===== src/rtl/serial_port_regs.svh =====
// Register offsets, field positions, reset values and timing constants
`ifndef SERIAL_PORT_REGS_SVH
`define SERIAL_PORT_REGS_SVH
// How it works
// [RULE1] Four request outputs, each on its own line.
// [RULE2] Empty and full requests use own enables; end request uses its own.
// [RULE3] Empty request follows empty flag while transmit irq enable is set.
// [RULE4] End request follows complete flag while end enable is set.
// [RULE5] Full request follows full flag while receive irq enable is set.
// [RULE6] Error request on overrun, parity or framing flag, gated by enable.
// [RULE7] Fixed priority: error, full, empty, end.
// [RULE8] Empty flag sets when holding byte moves into shift register.
// [RULE9] Holding writes always accepted; software checks empty flag first.
// [RULE10] Overrun sets overrun flag, keeps full flag, drops received byte.
// [RULE11] Framing or parity error alone still stores byte; full stays 0.
// [RULE12] A break sets the framing flag, maybe the parity flag.
// [RULE13] Receiver keeps running in a break, so framing flag sets again.
// [RULE14] With transmit off the pin is a port pin from data and direction.
// [RULE15] Port data replaces idle mark level until transmit is enabled.
// [RULE16] Clearing transmit enable resets the transmitter at once.
// [RULE17] Synchronous mode: no transmit start while a receive error stands.
// [RULE18] Clearing receive enable leaves the error flags untouched.
// [RULE19] Async receive runs at 16x and aligns to start bit falling edge.
// [RULE20] Each async bit latched on eighth base-clock pulse, mid-bit.
// [RULE21] External sync clock waits 5 cycles after holding reset. Not done: sck only comes from the internal phase counter.
// [RULE22] Software clearing empty flag makes the holding byte load.
// [RULE23] Error request shares the receive interrupt enable.
// [RULE24] Requests are levels while flag and enable both stand.
`define OFS_CTRL 3'h0
`define OFS_STAT 3'h1
`define OFS_TXH 3'h2
`define OFS_RXH 3'h3
`define OFS_BAUD 3'h4
`define OFS_PORT 3'h5
`define CTRL_TIE 0
`define CTRL_RIE 1
`define CTRL_TE 2
`define CTRL_RE 3
`define CTRL_TRANSMIT_END_IRQ_ENABLE 4
`define CTRL_SYNC 5
`define CTRL_PAR 6
`define STAT_TX_BUFFER_EMPTY_FLAG 0
`define STAT_RX_BUFFER_FULL_FLAG 1
`define STAT_OVERRUN_FLAG 2
`define STAT_FER 3
`define STAT_PER 4
`define STAT_TX_COMPLETE_FLAG 5
`define PORT_DATA 0
`define PORT_DIR 1
`define PORT_PIN 2
`define BAUD_RST 8'h00
`define PORT_RST 8'h00
`define SAMPLE_PH 4'h7
`define LAST_PH 4'hf
`define EXT_CLK_WAIT_CYC 5
`define CODE_ERR 2'h0
`define CODE_FULL 2'h1
`define CODE_EMPTY 2'h2
`define CODE_END 2'h3
`endif


===== src/rtl/serial_port_pkg.sv =====
// Types shared by the serial port design
package serial_port_pkg;
  typedef enum logic [4:0] {
    TX_IDLE = 5'h01, TX_START = 5'h02, TX_DATA = 5'h04,
    TX_PAR = 5'h08, TX_STOP = 5'h10
  } tx_state_e;
  typedef enum logic [4:0] {
    RX_IDLE = 5'h01, RX_START = 5'h02, RX_DATA = 5'h04,
    RX_PAR = 5'h08, RX_STOP = 5'h10
  } rx_state_e;
  typedef struct packed {
    logic err;
    logic full;
    logic empty;
    logic fin;
  } req_s;
  typedef struct packed {
    logic [7:0] ctrl;
    logic [7:0] port;
    logic [7:0] baud;
    logic tx_buffer_empty_flag, rx_buffer_full_flag, overrun_flag, framing_error_flag, per, tx_complete_flag;
    logic [7:0] txh, tx_shift_reg, rxh, rx_shift_reg;
    logic [7:0] div_cnt;
    logic [3:0] ph;
    tx_state_e tx;
    logic [2:0] tx_bit;
    logic tx_par;
    rx_state_e rx;
    logic [3:0] rx_ph;
    logic [2:0] rx_bit;
    logic rx_par, rx_pe, rx_prev;
    logic txd, txd_oe, sck;
    logic [7:0] rdata;
    req_s req;
    logic [2:0] top;
  } state_s;
endpackage


===== src/rtl/serial_port.sv =====
// Serial port with flags, requests, line control and 16x receiver
`timescale 1ns/1ps
`default_nettype none
`include "serial_port_regs.svh"
module serial_port
  import serial_port_pkg::*;
(
  input wire logic clk,
  input wire logic resetn,
  input wire logic [2:0] addr,
  input wire logic [7:0] wdata,
  input wire logic wr_en,
  input wire logic rd_en,
  output logic [7:0] rdata,
  input wire logic rxd,
  output logic txd,
  output logic txd_oe,
  output logic sck,
  output req_s req,
  output logic [2:0] top_req
);

  state_s s;
  state_s n;
  logic tick;
  logic bit_end;
  logic rx_smp;
  logic sync;
  logic te;
  logic re;
  logic rxerr;
  logic can_load;
  logic load;
  logic fin;
  logic done;
  logic f_hit;
  logic p_hit;

  always_comb
  begin
    n = s;
    load = 1'b0;
    fin = 1'b0;
    done = 1'b0;
    f_hit = 1'b0;
    p_hit = 1'b0;
    // Shared bit-phase counter, one step per base-clock pulse
    tick = (s.div_cnt == s.baud);
    n.div_cnt = tick ? 8'h00 : s.div_cnt + 8'h01;
    n.ph = tick ? s.ph + 4'h1 : s.ph;
    bit_end = tick && (s.ph == `LAST_PH);
    sync = s.ctrl[`CTRL_SYNC];
    re = s.ctrl[`CTRL_RE];
    rxerr = s.overrun_flag | s.framing_error_flag | s.per;
    can_load = !s.tx_buffer_empty_flag && !(sync && rxerr); // [RULE17] [RULE22]
    n.rx_prev = rxd;

    // Software first, so that hardware sets below win over clears
    if (wr_en)
    begin
      case (addr)
        `OFS_CTRL: n.ctrl = wdata;
        `OFS_STAT:
        begin
          // Writing 0 clears a flag, writing 1 leaves it; the complete flag clears only with the empty flag
          if (!wdata[`STAT_TX_BUFFER_EMPTY_FLAG])
          begin
            n.tx_buffer_empty_flag = 1'b0;
            n.tx_complete_flag = 1'b0;
          end
          if (!wdata[`STAT_RX_BUFFER_FULL_FLAG])
            n.rx_buffer_full_flag = 1'b0;
          if (!wdata[`STAT_OVERRUN_FLAG])
            n.overrun_flag = 1'b0;
          if (!wdata[`STAT_FER])
            n.framing_error_flag = 1'b0;
          if (!wdata[`STAT_PER])
            n.per = 1'b0;
        end
        `OFS_TXH: n.txh = wdata; // [RULE9]
        `OFS_BAUD: n.baud = wdata;
        `OFS_PORT: n.port = {6'h00, wdata[1:0]};
        default: ;
      endcase
    end
    // Transmit enable acts in the cycle of its write
    te = n.ctrl[`CTRL_TE];

    if (!te)
    begin
      // Abandons any frame in flight, no matter where it stands
      n.tx = TX_IDLE; // [RULE16]
      n.tx_buffer_empty_flag = 1'b1;
      n.tx_complete_flag = 1'b1;
    end
    else
    begin
      unique case (s.tx)
        TX_IDLE:
          load = can_load && bit_end; // [RULE22]
        TX_START:
          if (bit_end)
            n.tx = TX_DATA;
        TX_DATA:
          if (bit_end)
          begin
            n.tx_par = s.tx_par ^ s.tx_shift_reg[s.tx_bit];
            n.tx_bit = s.tx_bit + 3'h1;
            if (s.tx_bit == 3'h7)
            begin
              if (sync)
                fin = 1'b1;
              else if (s.ctrl[`CTRL_PAR])
                n.tx = TX_PAR;
              else
                n.tx = TX_STOP;
            end
          end
        TX_PAR:
          if (bit_end)
            n.tx = TX_STOP;
        TX_STOP:
          fin = bit_end;
      endcase
      if (fin)
      begin
        n.tx = TX_IDLE;
        n.tx_complete_flag = s.tx_buffer_empty_flag; // [RULE4]
        load = can_load;
      end
      if (load)
      begin
        n.tx_shift_reg = s.txh;
        n.tx_buffer_empty_flag = 1'b1; // [RULE8]
        n.tx_complete_flag = 1'b0;
        n.tx_bit = 3'h0;
        n.tx_par = 1'b0;
        n.tx = sync ? TX_DATA : TX_START;
      end
    end

    // Line level; sync idle holds the last bit sent
    unique case (n.tx)
      TX_IDLE: n.txd = sync ? s.txd : 1'b1;
      TX_START: n.txd = 1'b0;
      TX_DATA: n.txd = n.tx_shift_reg[n.tx_bit];
      TX_PAR: n.txd = n.tx_par;
      TX_STOP: n.txd = 1'b1;
    endcase
    // Port data stands in for mark, which lets software send a break
    if (!te)
      n.txd = n.port[`PORT_DATA]; // [RULE14] [RULE15] [RULE16]
    n.txd_oe = te | n.port[`PORT_DIR]; // [RULE14]

    // Receiver phase restarts at each start edge, 16 pulses per bit
    n.rx_ph = tick ? s.rx_ph + 4'h1 : s.rx_ph;
    if (sync)
      rx_smp = tick && (s.ph == `SAMPLE_PH);
    else
      rx_smp = tick && (s.rx_ph == `SAMPLE_PH); // [RULE20]

    if (!re)
      n.rx = RX_IDLE; // [RULE18]
    else
    begin
      unique case (s.rx)
        RX_IDLE:
          if (sync)
          begin
            if (bit_end && !rxerr)
            begin
              n.rx = RX_DATA;
              n.rx_bit = 3'h0;
            end
          end
          else if (s.rx_prev && !rxd)
          begin
            n.rx = RX_START; // [RULE19]
            n.rx_ph = 4'h0;
          end
        RX_START:
          if (rx_smp)
          begin
            // A start bit gone high by mid-bit was a glitch
            n.rx = rxd ? RX_IDLE : RX_DATA;
            n.rx_bit = 3'h0;
            n.rx_par = 1'b0;
            n.rx_pe = 1'b0;
          end
        RX_DATA:
          if (rx_smp)
          begin
            n.rx_shift_reg[s.rx_bit] = rxd;
            n.rx_par = s.rx_par ^ rxd;
            n.rx_bit = s.rx_bit + 3'h1;
            if (s.rx_bit == 3'h7)
            begin
              if (sync)
              begin
                done = 1'b1;
                n.rx = RX_IDLE;
              end
              else if (s.ctrl[`CTRL_PAR])
                n.rx = RX_PAR;
              else
                n.rx = RX_STOP;
            end
          end
        RX_PAR:
          if (rx_smp)
          begin
            n.rx_pe = s.rx_par ^ rxd;
            n.rx = RX_STOP;
          end
        RX_STOP:
          if (rx_smp)
          begin
            done = 1'b1;
            f_hit = !rxd; // [RULE12]
            p_hit = s.rx_pe;
            // A line still low starts the next frame with no edge
            n.rx = rxd ? RX_IDLE : RX_START; // [RULE13]
          end
      endcase
    end

    if (done)
    begin
      if (n.rx_buffer_full_flag)
        n.overrun_flag = 1'b1; // [RULE10]
      else
      begin
        n.rxh = n.rx_shift_reg; // [RULE11]
        if (!f_hit && !p_hit)
          n.rx_buffer_full_flag = 1'b1;
      end
      if (f_hit)
        n.framing_error_flag = 1'b1; // [RULE11] [RULE12]
      if (p_hit)
        n.per = 1'b1;
    end

    // Clock low for the first half of each bit, so data moves on falls
    n.sck = !(sync && (n.tx == TX_DATA || n.rx == RX_DATA)) || n.ph[3];

    // Levels, held while flag and enable both stand
    n.req.err = (n.overrun_flag | n.framing_error_flag | n.per)
                & n.ctrl[`CTRL_RIE]; // [RULE6] [RULE23] [RULE24]
    n.req.full = n.rx_buffer_full_flag & n.ctrl[`CTRL_RIE]; // [RULE2] [RULE5]
    n.req.empty = n.tx_buffer_empty_flag & n.ctrl[`CTRL_TIE]; // [RULE2] [RULE3]
    n.req.fin = n.tx_complete_flag & n.ctrl[`CTRL_TRANSMIT_END_IRQ_ENABLE]; // [RULE2] [RULE4]
    if (n.req.err)
      n.top = {1'b1, `CODE_ERR}; // [RULE7]
    else if (n.req.full)
      n.top = {1'b1, `CODE_FULL};
    else if (n.req.empty)
      n.top = {1'b1, `CODE_EMPTY};
    else if (n.req.fin)
      n.top = {1'b1, `CODE_END};
    else
      n.top = 3'h0;

    n.rdata = 8'h00;
    if (rd_en)
    begin
      case (addr)
        `OFS_CTRL: n.rdata = s.ctrl;
        `OFS_STAT: n.rdata = {2'h0, s.tx_complete_flag, s.per, s.framing_error_flag, s.overrun_flag,
                              s.rx_buffer_full_flag, s.tx_buffer_empty_flag};
        `OFS_TXH: n.rdata = s.txh;
        `OFS_RXH: n.rdata = s.rxh;
        `OFS_BAUD: n.rdata = s.baud;
        `OFS_PORT: n.rdata = {5'h00, rxd, s.port[1:0]};
        default: n.rdata = 8'h00;
      endcase
    end
  end

  always_ff @(posedge clk or negedge resetn)
  begin
    if (!resetn)
    begin
      s <= '0;
      s.tx <= TX_IDLE;
      s.rx <= RX_IDLE;
      s.tx_buffer_empty_flag <= 1'b1;
      s.tx_complete_flag <= 1'b1;
      s.baud <= `BAUD_RST;
      s.port <= `PORT_RST;
      s.rx_prev <= 1'b1;
      s.sck <= 1'b1;
    end
    else
      s <= n;
  end

  // Each request is its own wire to the interrupt controller
  assign req = s.req; // [RULE1]
  assign top_req = s.top;
  assign rdata = s.rdata;
  assign txd = s.txd;
  assign txd_oe = s.txd_oe;
  assign sck = s.sck;
endmodule // serial_port
`default_nettype wire


===== config.mk =====
export PLATFORM = sky130hd
export DESIGN_NAME = serial_port
export DESIGN_NICKNAME = d
export VERILOG_FILES = /design/src/rtl/serial_port_pkg.sv /design/src/rtl/serial_port.sv
export VERILOG_INCLUDE_DIRS = /design/src /design/src/rtl
export SDC_FILE = /design/constraint.sdc
export NUM_CORES = 1
export LEC_CHECK = 0
export ABC_AREA = 0
export BUFFER_PORTS_ARGS = -buffer_cell sky130_fd_sc_hd__clkbuf_2
export CAP_MARGIN = 20
export CELL_PAD_IN_SITES_DETAIL_PLACEMENT = 0
export CELL_PAD_IN_SITES_GLOBAL_PLACEMENT = 2
export CORE_UTILIZATION = 43
export DETAILED_ROUTE_END_ITERATION = 7
export HOLD_SLACK_MARGIN = 0.02
export PLACE_DENSITY = 0.83
export SYNTH_ARGS = -nofsm -noshare
export SYNTH_HDL_FRONTEND = slang
export SYNTH_SLANG_ARGS = --single-unit

===== constraint.sdc =====
create_clock -name clk -period 5.05 [get_ports clk]
set_clock_uncertainty 0.2 [all_clocks]
set_input_delay 0.2525 -clock clk [delete_from_list [all_inputs] [get_ports clk]]
set_output_delay 0.2525 -clock clk [all_outputs]
set_load 0.005 [all_outputs]

### Word level (Yosys, flattened, before mapping)

Index checks and enable logic that the tools add are counted.

* add/sub/neg operators: 5
* magnitude comparators: 4
* equality and inequality tests: 33
* muxes and demuxes: 104
* bitwise operators: 12
* reduce and logical (&&, ||, !) cells: 31

Operator list (number)
* two-way mux 5 bit: 18
* two-way mux 8 bit: 9
* one-hot mux 8 bit (6 select lines): 1
* two-way mux 1 bit: 40
* two-way mux 9 bit: 4
* two-way mux 35 bit: 1
* two-way mux 4 bit: 8
* one-hot mux 5 bit (5 select lines): 1
* two-way mux 3 bit: 8
* equality test 5 x 3 -> 1 bit (second input constant): 4
* equality test 5 x 1 -> 1 bit (second input constant): 3
* equality test 5 x 2 -> 1 bit (second input constant): 3
* equality test 5 x 4 -> 1 bit (second input constant): 3
* equality test 5 bit (second input constant): 3
* one-hot mux 5 bit (3 select lines): 1
* equality test 3 bit (second input constant): 4
* less-than comparator 3 x 4 -> 1 bit (second input constant): 3
* logical AND 1 bit: 11
* != test 2 bit (second input constant): 5
* one-hot mux 3 bit (3 select lines): 1
* adder 4 x 1 -> 4 bit (second input constant): 2
* adder 8 x 1 -> 8 bit (second input constant): 1
* bitwise mux 8 bit: 1
* equality test 4 x 3 -> 1 bit (second input constant): 2
* other kinds (25): 52

* register bits: 110
* bits of input ports: 16
* output and inout port bits: 18

### Longest topological paths before layout

Gate-level depths: netlist of the first run.

* depth after elaboration: 16
* depth in mapped cells: 12
* depth with buffers taken out: 10

### Least setup slack after synthesis of the first run

No wires, ideal clock.

* path kind: flip-flop to flip-flop
* start point: register s[47] in the netlist's numbering
* end point: register s, in the netlist txd
* setup time: 0.140 ns
* arrival: 2.760 ns
* data required time: 4.710 ns
* path slack: 1.949 ns
* stages on the path, launching flop included: 11
* clock period less this slack: 3.101 ns
* path through: dfrtp_1 > xnor2_1 > nand4_2 > or3_1 > buf_6 > o31ai_1 > o31a_1 > or4b_1 > a311o_1 > o2111ai_1 > o2111ai_1

* word-level cells in the longest chain between the ends: 13

RTL lines
* from (decl): RTL line serial_port.sv:23 `state_s s;`
* from (signal assigned): RTL line serial_port.sv:294 `s <= n;`
* equality test 8 bit *: RTL line serial_port.sv:48 `tick = (s.div_cnt == s.baud);`
* logical AND 1 bit *: RTL line serial_port.sv:51 `` bit_end = tick && (s.ph == `LAST_PH); ``
* two-way mux 1 bit: RTL line serial_port.sv:105 `if (bit_end)`
* one-hot mux 1 bit (2 select lines): RTL line serial_port.sv:98 `unique case (s.tx)`
* two-way mux 1 bit: RTL line serial_port.sv:89 `if (!te)`
* two-way mux 1 bit: RTL line serial_port.sv:125 `if (fin)`
* two-way mux 1 bit: RTL line serial_port.sv:89
* two-way mux 8 bit / two-way mux 9 bit (equally long branches): RTL line serial_port.sv:131 `if (load)`
* two-way mux 8 bit / two-way mux 4 bit (equally long branches): RTL line serial_port.sv:89
* binary-select mux 1 bit (select 3 bit): RTL line serial_port.sv:146 `TX_DATA: n.txd = n.tx_shift_reg[n.tx_bit];`
* two-way mux 1 bit (implied by the code): RTL line serial_port.sv:146
* one-hot mux 1 bit (5 select lines): RTL line serial_port.sv:143 `unique case (n.tx)`
* two-way mux 1 bit: RTL line serial_port.sv:151 `if (!te)`

Mark *: on every way between the ends. The rest lies on a longest branch, timed or not. The select of a mux whose other input is x is not followed.
A chain may end at the register's enable or synchronous reset.

### Final worst setup path of the first run

Ends and elaborated chain as after synthesis.

==> run_results.csv, run 1 <==
group,metric,value,unit
timing,rsz0062_at_grt,"false",
run_status,status,"complete, no violations",
final_layout,fin_util,48.75,%
final_layout,syn_to_final_growth,10.66,%
synth,syn-num-nets,591,
cts,cts.reportedPaths.clkPinSlew,80,ps
final_layout,final_cells,769,
synth,yosysSeqAreaShare,47.50,%
synth,synthCells,568,
timing,finalSetupTns,0,ps
critical_path,r2r-end,"txd",
detailed_routing,ant_nets,0,
synth,synth-edff-count,0,
die,fp.dieH,118.2,um
cts,cts_buffers,9,
power_and_ir_drop,clock_power_share,31.1,%
timing,finalCritPeriodShare,69.54,%
critical_path,critPathLaunchType,"register",
cts,cts_buffer_depth,2,
final_layout,drive_gt1_share,20.40,%
critical_path,critPathKind,"register to register",
global_routing,grtUsageTotal,22.21,%
timing,slew_viol_final,0,
placement,gp_congestion,0.8662,
timing,relSlewSlack,43.90,%
power_and_ir_drop,power.total,2.337,mW
power_and_ir_drop,power.switching,707.9,uW
hold_path,worstHoldPathType,"input port to register",
synth,ys_top_cells_by_count,"104 x dfrtp_1, 51 x nor2_1, 49 x nand2_1",
placement,placedCellCount,746,
hold_path,hold_depth,2,
detailed_routing,wl_met3,469,um
placement,port_buffers,33,
detailed_routing,viasPerCell,5.581,
synth,netlist.area_leader.share,44.79,%
timing,fin_crit,3512,ps
critical_path,r2r-start,"s[47]",
detailed_routing,met2_length,6990,um
final_layout,nets,611,
detailed_routing,drcViolationCount,0,
die,die-area,13980,um2
critical_path,rr_worst_depth,9,
power_and_ir_drop,power.internal,1.629,mW
power_and_ir_drop,comb_power_share,20.0,%
hold_path,worstHoldStart,"wdata[2]",
synth,yosysMostFrequentCell,"dfrtp_1",
run,maxCapViolCount,0,
timing,hold_viol_final,0,
detailed_routing,drt-wirelength-per-cell,18.66,um
die,start_util,44.05,%
synth,yosysUniqueCellTypes,73,
detailed_routing,top_layer,"met4",
timing,fmax,0.2848,GHz
power_and_ir_drop,p_per_area,363.5,nW/um2
die,core.rowCount,42,
critical_path,worstPathArrival,3540,ps
die,die_x,118.2,um
cts,clkLatencyLatePin,360,ps
timing,setup_viol,0,
synth,synth.area.top_cells,"dfrtp_1 45%, mux2_2 7.8%, mux2i_1 3.4%, nor2_1 3.3%, nand2_1 3.2%",
critical_path,crit_path_end_kind,"register",
detailed_routing,initialDrtViolationCount,291,
detailed_routing,dr.pass1.iters,5,
final_layout,nFillCells,1221,
power_and_ir_drop,p_leak,2.790,nW
global_routing,grt_antenna_before_repair,0,
hold_path,whs_endpoint,"s[80]",
synth,ys_warn_count,0,
die,coreArea,13190,um2
synth,avgSynthCellArea,10.23,um2
synth,synth_top_area_cell,"dfrtp_1",
power_and_ir_drop,ir_worst_vdd,0.2309,mV
detailed_routing,wirelength,14350,um
critical_path,required,5080,ps
global_routing,grt_max_degree,68,
global_routing,grt_overflow,0,
cts,cts_tree,"built",
critical_path,cp_max_fo,9,
synth,ys_ff_latch,110,
cts,root_buffer,"clkbuf_16",
critical_path,r2r_setup_slack,1540,ps
timing,worstMarginPinSlew,841.6,ps
power_and_ir_drop,seq_power_share,49.0,%
detailed_routing,wl_met1,6670,um
synth,synthesis.area,5811,um2
global_routing,grt_pass1_vias,4342,
timing,hold_slack,28.60,ps
global_routing,grt_first_pass_wirelength,23610,um
power_and_ir_drop,p_sw_share,30.29,%
synth,async_flop_share,100.0,%
die,ios,34,
final_layout,insertedDiodeCount,0,
placement,hpwl,10670,um
cts,h-tree-depth,3,
detailed_routing,via_count,4292,
cts,clock-sinks,110,
cts,post_cts_buffers,0,
synth,ys.flop_type,"dfrtp_1",
==> cell families after synthesis <==
kind of cell | share of synthesized area (%)
AO/OA/AOI/OAI | 12.36
XOR/XNOR | 3.165
adder cells (fa/ha/maj) | 1.507
buffers and inverters | 4.888
flip-flops | 47.50
multiplexers | 12.98
AND/OR/NAND/NOR | 17.59
==> registers in the layout, indices dropped and copies added (netlist names) <==
signal / count
s: 91
rdata: 8
req: 4
top_req: 3
re: 1
sck: 1
txd: 1
txd_oe: 1
==> routing by layer <==
metal | vias to the layer above | track usage (%)
li1 | 2055 | -
met1 | 2128 | 29.50
met2 | 93 | 36.47
met3 | 16 | 4.826
met4 | 0 | 6.330
met5 | - | 0
==> placed cells by master, fill, tap and decap left out, drive strengths merged, types with 6 or more instances in the layout <==
cell	n
dfrtp	104
nor2	51
nand2	49
clkbuf	43
mux2	40
o21ai	37
mux2i	21
inv	21
nand3	20
nor3	17
a21oi	15
xnor2	13
nor2b	11
a31oi	11
xor2	8
buf	8
and3	7
ha	7
dlygate4sd3	7
or3	6
dfstp	6
nor4	6
==> power groups by stage <==
stage,registers (mW),logic (mW),clock network (mW)
after floorplan,1.12,0.354,0
final,1.14,0.466,0.726
after CTS,1.14,0.474,0.748
after global placement,1.16,0.455,0
after detailed placement,1.16,0.465,0
after global routing,1.17,0.528,0.781
==> worst max-delay path by stage <==
stage | cells after the start | slack, ps | to | start
detailed placement | 11 | 1410 | txd | addr[1]
global route | 10 | 1280 | txd | s[34]
finish | 9 | 1540 | txd | s[47]
CTS | 9 | 1540 | txd | s[51]
global placement | 11 | 1480 | txd | addr[2]
floorplan | 10 | 1950 | txd | s[47]
==> cell type report <==
type,instances,area [um2],share of cell area (%)
clock buffer,11,242.7,3.775
sequential,110,2760,42.93
multi-input combinational,400,2778,43.20
timing repair buffer,47,290.3,4.514
inverter,20,75.07,1.168
clock inverter,5,63.81,0.9924
tap,176,220.2,3.425
==> through the flow <==
step	area [um2]	worst slack (ps)
after CTS	6430	1536
after detailed placement	6053	1406
after global routing	6430	1282
after floorplan	5811	1949
final	6430	1538
after global placement	6053	1481
==> critical path, cell delays in order (launching register included) <==
cell and delay [ps]:
dfrtp_1 430, xnor2_1 190, nand4_2 300, or3_1 590
o31ai_1 290, o31a_1 260, or4b_1 520, a311o_1 290
o2111ai_1 190, o2111ai_1 120
==> repair_timing <==
| item | CTS | global route |
|---|---|---|
| resized for setup | 0 | 0 |
| hold buffers | 7 | 0 |
| endpoints found under the hold margin | 81 | 0 |
Power figures use the tool's default switching activity.
==> run 2: changes to the inputs <==
- ABC_AREA: 0 -> 1
- CORE_UTILIZATION: 43 -> 33
- PLACE_DENSITY: 0.83 -> 0.74
- clock period: 5.05 -> 3.2 ns (I/O delays scaled with it)
==> run 2 against run 1 <==
Compared with the run above:
- final area up 3.3%
- register-to-register slack got worse by 1200 ps
- fmax rose by 23%
- final cell count grew 31%
- die area increased by 31%
- area after synthesis rose by 0.60%
- critical path depth grew 6
- first-iteration DRC count is 6.2% higher
- routed wire length is 15% higher
- via count up 15%
- synthesized cell count rose by 30%
- non-clock buffer count up 7
==> run_results.csv, run 2 <==
group,metric,value,unit
critical_path,crit_family,"simple AND/OR/NAND/NOR gates",
die,core.rowCount,48,
global_routing,grt_first_pass_wirelength,26600,um
die,coreArea,17300,um2
synth,yosysSeqAreaShare,47.22,%
power_and_ir_drop,power.internal,2.587,mW
placement,gp_congestion,0.8293,
hold_path,worstHoldPathType,"input port to register",
synth,yosysMostFrequentCell,"nand2_1",
synth,ys.flop_type,"dfrtp_1",
power_and_ir_drop,power.switching,1.201,mW
global_routing,grt_max_degree,54,
synth,ys_ff_latch,110,
power_and_ir_drop,clock_power_share,33.4,%
final_layout,fin_area,6645,um2
global_routing,grt_antenna_before_repair,0,
synth,ys_warn_count,0,
critical_path,crit_buf_inv,1,
synth,async_flop_share,100.0,%
cts,clock-sinks,110,
timing,rsz0062_at_grt,"false",
global_routing,grt_pass1_vias,4885,
timing,worstMarginPinSlew,718.6,ps
detailed_routing,dr.pass1.iters,5,
synth,syn-num-nets,762,
final_layout,largest_reg_flops,91,
timing,relSlewSlack,52.09,%
synth,synth-edff-count,0,
critical_path,worstPathArrival,2930,ps
cts,h-tree-depth,3,
critical_path,crit_path_max_incr_delay,460,ps
critical_path,worstPathCellList,"inv_1 > nand2_1 > nand2_1 > nor2_1 > nand2_1 > nor2_8 > nand2_4 > nor2_1 > nand2_1 > nand2_1 > nor3_1 > nor3_1 > nand4_1 > o21ai_0 > nand2_1",
power_and_ir_drop,seq_power_share,46.7,%
global_routing,grtUsageTotal,19.42,%
critical_path,critPathKind,"register to register",
synth,synth.area.top_cells,"dfrtp_1 45%, nand2_1 11%, inv_1 7.0%, o21ai_0 5.8%, nand3_1 4.9%",
critical_path,cpMostUsedCell,"nand2_1",
critical_path,r2r-start,"s[93]",
power_and_ir_drop,p_sw_share,31.72,%
critical_path,crit_path_end_kind,"register",
timing,slew_viol_final,0,
die,die-area,18250,um2
global_routing,grt_overflow,0,
critical_path,required,3280,ps
die,start_util,33.80,%
cts,clkLatencyLatePin,360,ps
timing,finalSetupTns,0,ps
cts,cts_buffers,9,
placement,dpl_cell_area,6206,um2
run_status,status,"complete, no violations",
timing,setup_viol,0,
detailed_routing,via_count,4942,
cts,cts_tree,"built",
timing,hold_viol_final,0,
die,fp.dieH,135.1,um
die,ios,34,
placement,port_buffers,33,
cts,cts.reportedPaths.clkPinSlew,70,ps
detailed_routing,wirelength,16460,um
final_layout,largest_register,"s",
detailed_routing,drcViolationCount,0,
cts,post_cts_buffers,0,
synth,synth_top_area_cell,"dfrtp_1",
die,die_x,135.1,um
synth,synthesis.area,5846,um2
final_layout,final_cell_mix,"173 x nand2_1, 109 x inv_1, 104 x dfrtp_1, 68 x o21ai_0, 57 x nor2_1",
placement,hpwl,12780,um
cts,cts_buffer_depth,2,
synth,ys_top_cells_by_count,"173 x nand2_1, 109 x inv_1, 104 x dfrtp_1",
critical_path,cp_max_fo,12,
critical_path,critPathLaunchType,"register",
synth,synthCells,739,
critical_path,worstSetupStartpoint,"s[93]",
critical_path,cp_slowest_cell,"dfrtp_1",
cts,root_buffer,"clkbuf_16",
synth,netlist.area_leader.share,44.52,%
detailed_routing,drt-wirelength-per-cell,16.36,um
final_layout,syn_to_final_growth,13.68,%
synth,avgSynthCellArea,7.910,um2
detailed_routing,ant_nets,0,
timing,finalCritPeriodShare,88.95,%
detailed_routing,initialDrtViolationCount,309,
timing,fmax,0.3513,GHz
final_layout,drive_gt1_share,12.16,%
final_layout,nets,799,
timing,fin_crit,2846,ps
synth,yosysUniqueCellTypes,48,
power_and_ir_drop,p_per_area,570.1,nW/um2
run,maxCapViolCount,0,
power_and_ir_drop,p_leak,3.451,nW
detailed_routing,viasPerCell,4.913,
final_layout,insertedDiodeCount,0,
hold_path,worstHoldStart,"wr_en",
final_layout,nFillCells,1787,
power_and_ir_drop,ir_worst_vdd,0.2829,mV
power_and_ir_drop,comb_power_share,20.0,%
final_layout,final_common_cell,"nand2_1",
run 2: changes by cell type after synthesis, moves of 12 or more:
cell / previous run / this run
o21ai_0: 36 / 68
mux2i_1: 20 / 0
nand3_1: 20 / 57
mux2_2: 40 / 7
nand2_1: 49 / 173
xnor2_1: 13 / 1
inv_1: 19 / 109
nand4_1: 4 / 23
run 2: repair_timing:
action | CTS | global route
setup endpoints to repair | 0 | 2
resized for setup | 0 | 1
hold endpoints to repair | 76 | 0
hold buffers | 10 | 0
run 2: path summary, 6_finish.rpt:
kind	endpoint	depth (start not counted)	slack (ps)
setup / recovery	sck	15	350
hold / removal	s[101]	3	70
setup reg to reg	sck	15	350
hold reg to reg	s[26]	1	280
max in group asynchronous	s[28]	3	1810
min in group asynchronous	s[26]	2	190
run 2: worst register-to-register path: cells and delay by family, from the launching register on:
| family | cells | cell delay, ps |
|---|---|---|
| buffers and inverters | 1 | 80 |
| and+or+nand+nor | 13 | 1850 |
| AOI/OAI and AO/OA | 1 | 200 |
| DFF | 1 | 460 |
run 2: stage by stage:
step	power, mW	worst slack (ps)	instances	hold WS [ps]	utilization [%]
final	3.788	353.6	1006	65.31	38.42
after global placement	2.529	333.5	980	58.80	35.88
after CTS	3.831	196.7	1006	53.07	38.39
after floorplan	2.290	806.0	739	-335.6	-
after global routing	4.019	75.37	1006	83.56	38.42
after detailed placement	2.545	215.6	980	68.38	35.88
run 2: final cells by class:
cell class                 count  area [um2]  area share (%)
clock buffer                  12       256.5           3.860
multi-input combinational    485        2470           37.17
inverter                     116       436.7           6.571
clock inverter                 4       77.57           1.167
timing repair buffer          54       362.8           5.460
tap                          225       281.5           4.236
sequential                   110        2760           41.54
run 2: per-layer routing:
layer / wire length [um] / global-route usage (%)
met5: 0 / 0
met2: 7477 / 30.60
met3: 680 / 2.590
met1: 8075 / 27.54
met4: 222 / 6.055
run 2: power by group through the flow:
stage	clock network (mW)	logic, mW	registers, mW
after floorplan	0	0.561	1.73
after global placement	0	0.741	1.79
after detailed placement	0	0.753	1.79
after CTS	1.30	0.766	1.77
after global routing	1.34	0.882	1.80
final	1.26	0.757	1.77
run 2: cell families (layout without fill, tap and decap cells):
family / after synthesis / in the layout / share of synthesized area [%]
simple gates: 341 / 341 / 25.98
buf+inv: 144 / 186 / 10.62
compound gates: 125 / 125 / 12.59
flops: 110 / 110 / 47.22
fa+ha+maj: 7 / 7 / 1.498
mux: 7 / 7 / 1.349
xor+xnor: 5 / 5 / 0.7491
==> run 3: changes to the inputs <==
- CTS_BUF_LIST: default -> sky130_fd_sc_hd__clkbuf_16
==> run 3 against run 2 <==
Compared with the run above:
- register-to-register slack got worse by 20 ps
- worst setup slack worse by 16 ps
- non-clock buffer count stayed put
- final area fell by 0.30%
- via count is 0.32% higher
- largest cell class unchanged
- sequential power is essentially flat
- global-route usage about the same
- critical path type unchanged
- total power down 1.5%
- clock-buffer cell count fell by 3
- combinational power is essentially flat
==> run_results.csv, run 3 (same netlist as run 2, synthesis figures left out) <==
group,metric,value,unit
detailed_routing,ant_nets,0,
final_layout,drive_gt1_share,11.91,%
die,coreArea,17300,um2
run_status,status,"complete, no violations",
power_and_ir_drop,p_per_area,563.3,nW/um2
hold_path,worstHoldPathType,"input port to register",
timing,rsz0062_at_grt,"false",
final_layout,nets,799,
cts,root_buffer,"clkbuf_16",
detailed_routing,initialDrtViolationCount,303,
cts,h-tree-depth,3,
cts,clkLatencyLatePin,360,ps
power_and_ir_drop,power.switching,1.197,mW
critical_path,critPathLaunchType,"register",
final_layout,insertedDiodeCount,0,
timing,worstMarginPinSlew,719.7,ps
detailed_routing,wirelength,16450,um
critical_path,rr_worst_depth,15,
die,die-area,18250,um2
critical_path,worstPathArrival,2940,ps
cts,clock-sinks,110,
global_routing,grt_max_degree,54,
detailed_routing,viasPerCell,4.928,
critical_path,cp_max_fo,12,
timing,setup_viol,0,
critical_path,crit_path_end_kind,"register",
final_layout,largest_reg_flops,91,
global_routing,grtUsageTotal,19.43,%
timing,fmax,0.3494,GHz
timing,finalSetupTns,0,ps
power_and_ir_drop,ir_worst_vdd,0.2858,mV
placement,hpwl,12780,um
detailed_routing,drt-wirelength-per-cell,16.35,um
critical_path,critPathKind,"register to register",
cts,cts.reportedPaths.clkPinSlew,70,ps
cts,post_cts_buffers,0,
power_and_ir_drop,clock_power_share,32.3,%
final_layout,final_common_cell,"nand2_1",
global_routing,grt_first_pass_wirelength,26590,um
placement,pre_cts_slack,215.6,ps
timing,hold_slack,59.02,ps
timing,relSlewSlack,52.02,%
power_and_ir_drop,power.total,3.732,mW
power_and_ir_drop,power.internal,2.535,mW
die,fp.dieH,135.1,um
power_and_ir_drop,seq_power_share,47.4,%
timing,finalCritPeriodShare,89.45,%
detailed_routing,dr.pass1.iters,5,
power_and_ir_drop,p_leak,3.444,nW
timing,fin_ws,337.7,ps
final_layout,multi_input_area,2470,um2
global_routing,grt_pass1_vias,4877,
final_layout,largest_register,"s",
power_and_ir_drop,comb_power_share,20.3,%
die,start_util,33.80,%
die,die_x,135.1,um
hold_path,hold_depth,3,
run,maxCapViolCount,0,
placement,gp_congestion,0.8293,
cts,cts_buffer_depth,2,
placement,port_buffers,33,
timing,hold_viol_final,0,
power_and_ir_drop,p_sw_share,32.06,%
final_layout,final_cell_mix,"173 x nand2_1, 110 x inv_1, 104 x dfrtp_1, 68 x o21ai_0, 57 x nor2_1",
detailed_routing,via_count,4958,
final_layout,syn_to_final_growth,13.33,%
cts,cts_tree,"built",
final_layout,nFillCells,1789,
timing,slew_viol_final,0,
detailed_routing,drcViolationCount,0,
die,core.rowCount,48,
global_routing,grt_antenna_before_repair,0,
critical_path,required,3280,ps
die,ios,34,
cts,cts_buffers,9,
global_routing,grt_overflow,0,
final_layout,regArea,2760,um2
timing,fin_crit,2862,ps
## run 3: cell count changes in the layout (fill, tap and decap cells not counted), sizes merged
cell    delta
clkinv     +2
inv        +1
clkbuf     -3
## run 3: area by class of cell
cell class,count,area share (%)
inverter,116,6.591
multi-input combinational,485,37.28
timing repair buffer,54,5.477
sequential,110,41.66
tap,225,4.249
clock buffer,9,3.399
clock inverter,7,1.341
## run 3: per-layer routing
layer | global-route usage [%] | wire length, um | up-vias
met1 | 27.49 | 8148 | 2337
met3 | 2.590 | 628 | 16
met4 | 6.180 | 206 | 0
met5 | 0 | 0 | -
li1 | - | - | 2490
met2 | 30.63 | 7468 | 115
## run 3: what timing repair did
| item | in CTS | in global routing |
|---|---|---|
| setup endpoints to repair | 0 | 2 |
| hold buffers | 10 | 0 |
| endpoints found under the hold margin | 76 | 0 |
| gates resized for setup | 0 | 1 |
## run 3: stage by stage
stage / util (%) / cells / area [um2]
floorplan: - / 739 / 5846
detailed placement: 35.88 / 980 / 6206
global placement: 35.88 / 980 / 6206
finish: 38.30 / 1006 / 6625
CTS: 38.27 / 1006 / 6620
global route: 38.30 / 1006 / 6625
## run 3: worst max-delay path, cell delays in order, from the launching register on
cell	delay [ps]
dfrtp_1	460
inv_1	80
nand2_1	60
nand2_1	50
nor2_1	100
nand2_1	140
nor2_8	290
nand2_4	170
nor2_1	120
nand2_1	110
nand2_1	110
nor3_1	50
nor3_1	270
nand4_1	300
o21ai_0	200
nand2_1	80
## run 3: path summary, 6_finish.rpt
| check | from | end | slack [ps] |
|---|---|---|---|
| max | s[93] | sck | 340 |
| min | wr_en | s[101] | 60 |
| max reg2reg | s[93] | sck | 340 |
| min reg2reg | s[26] | s[26] | 280 |
| max in group asynchronous | resetn | s[28] | 1810 |
| min in group asynchronous | resetn | s[26] | 190 |
## run 3: power groups by stage
stage	Clock [mW]	Combinational [mW]	Sequential (mW)
2_1_floorplan	0	0.561	1.73
4_1_cts	1.25	0.766	1.77
3_5_place_dp	0	0.753	1.79
5_1_grt	1.29	0.882	1.80
3_3_place_gp	0	0.741	1.79
6_report	1.21	0.758	1.77
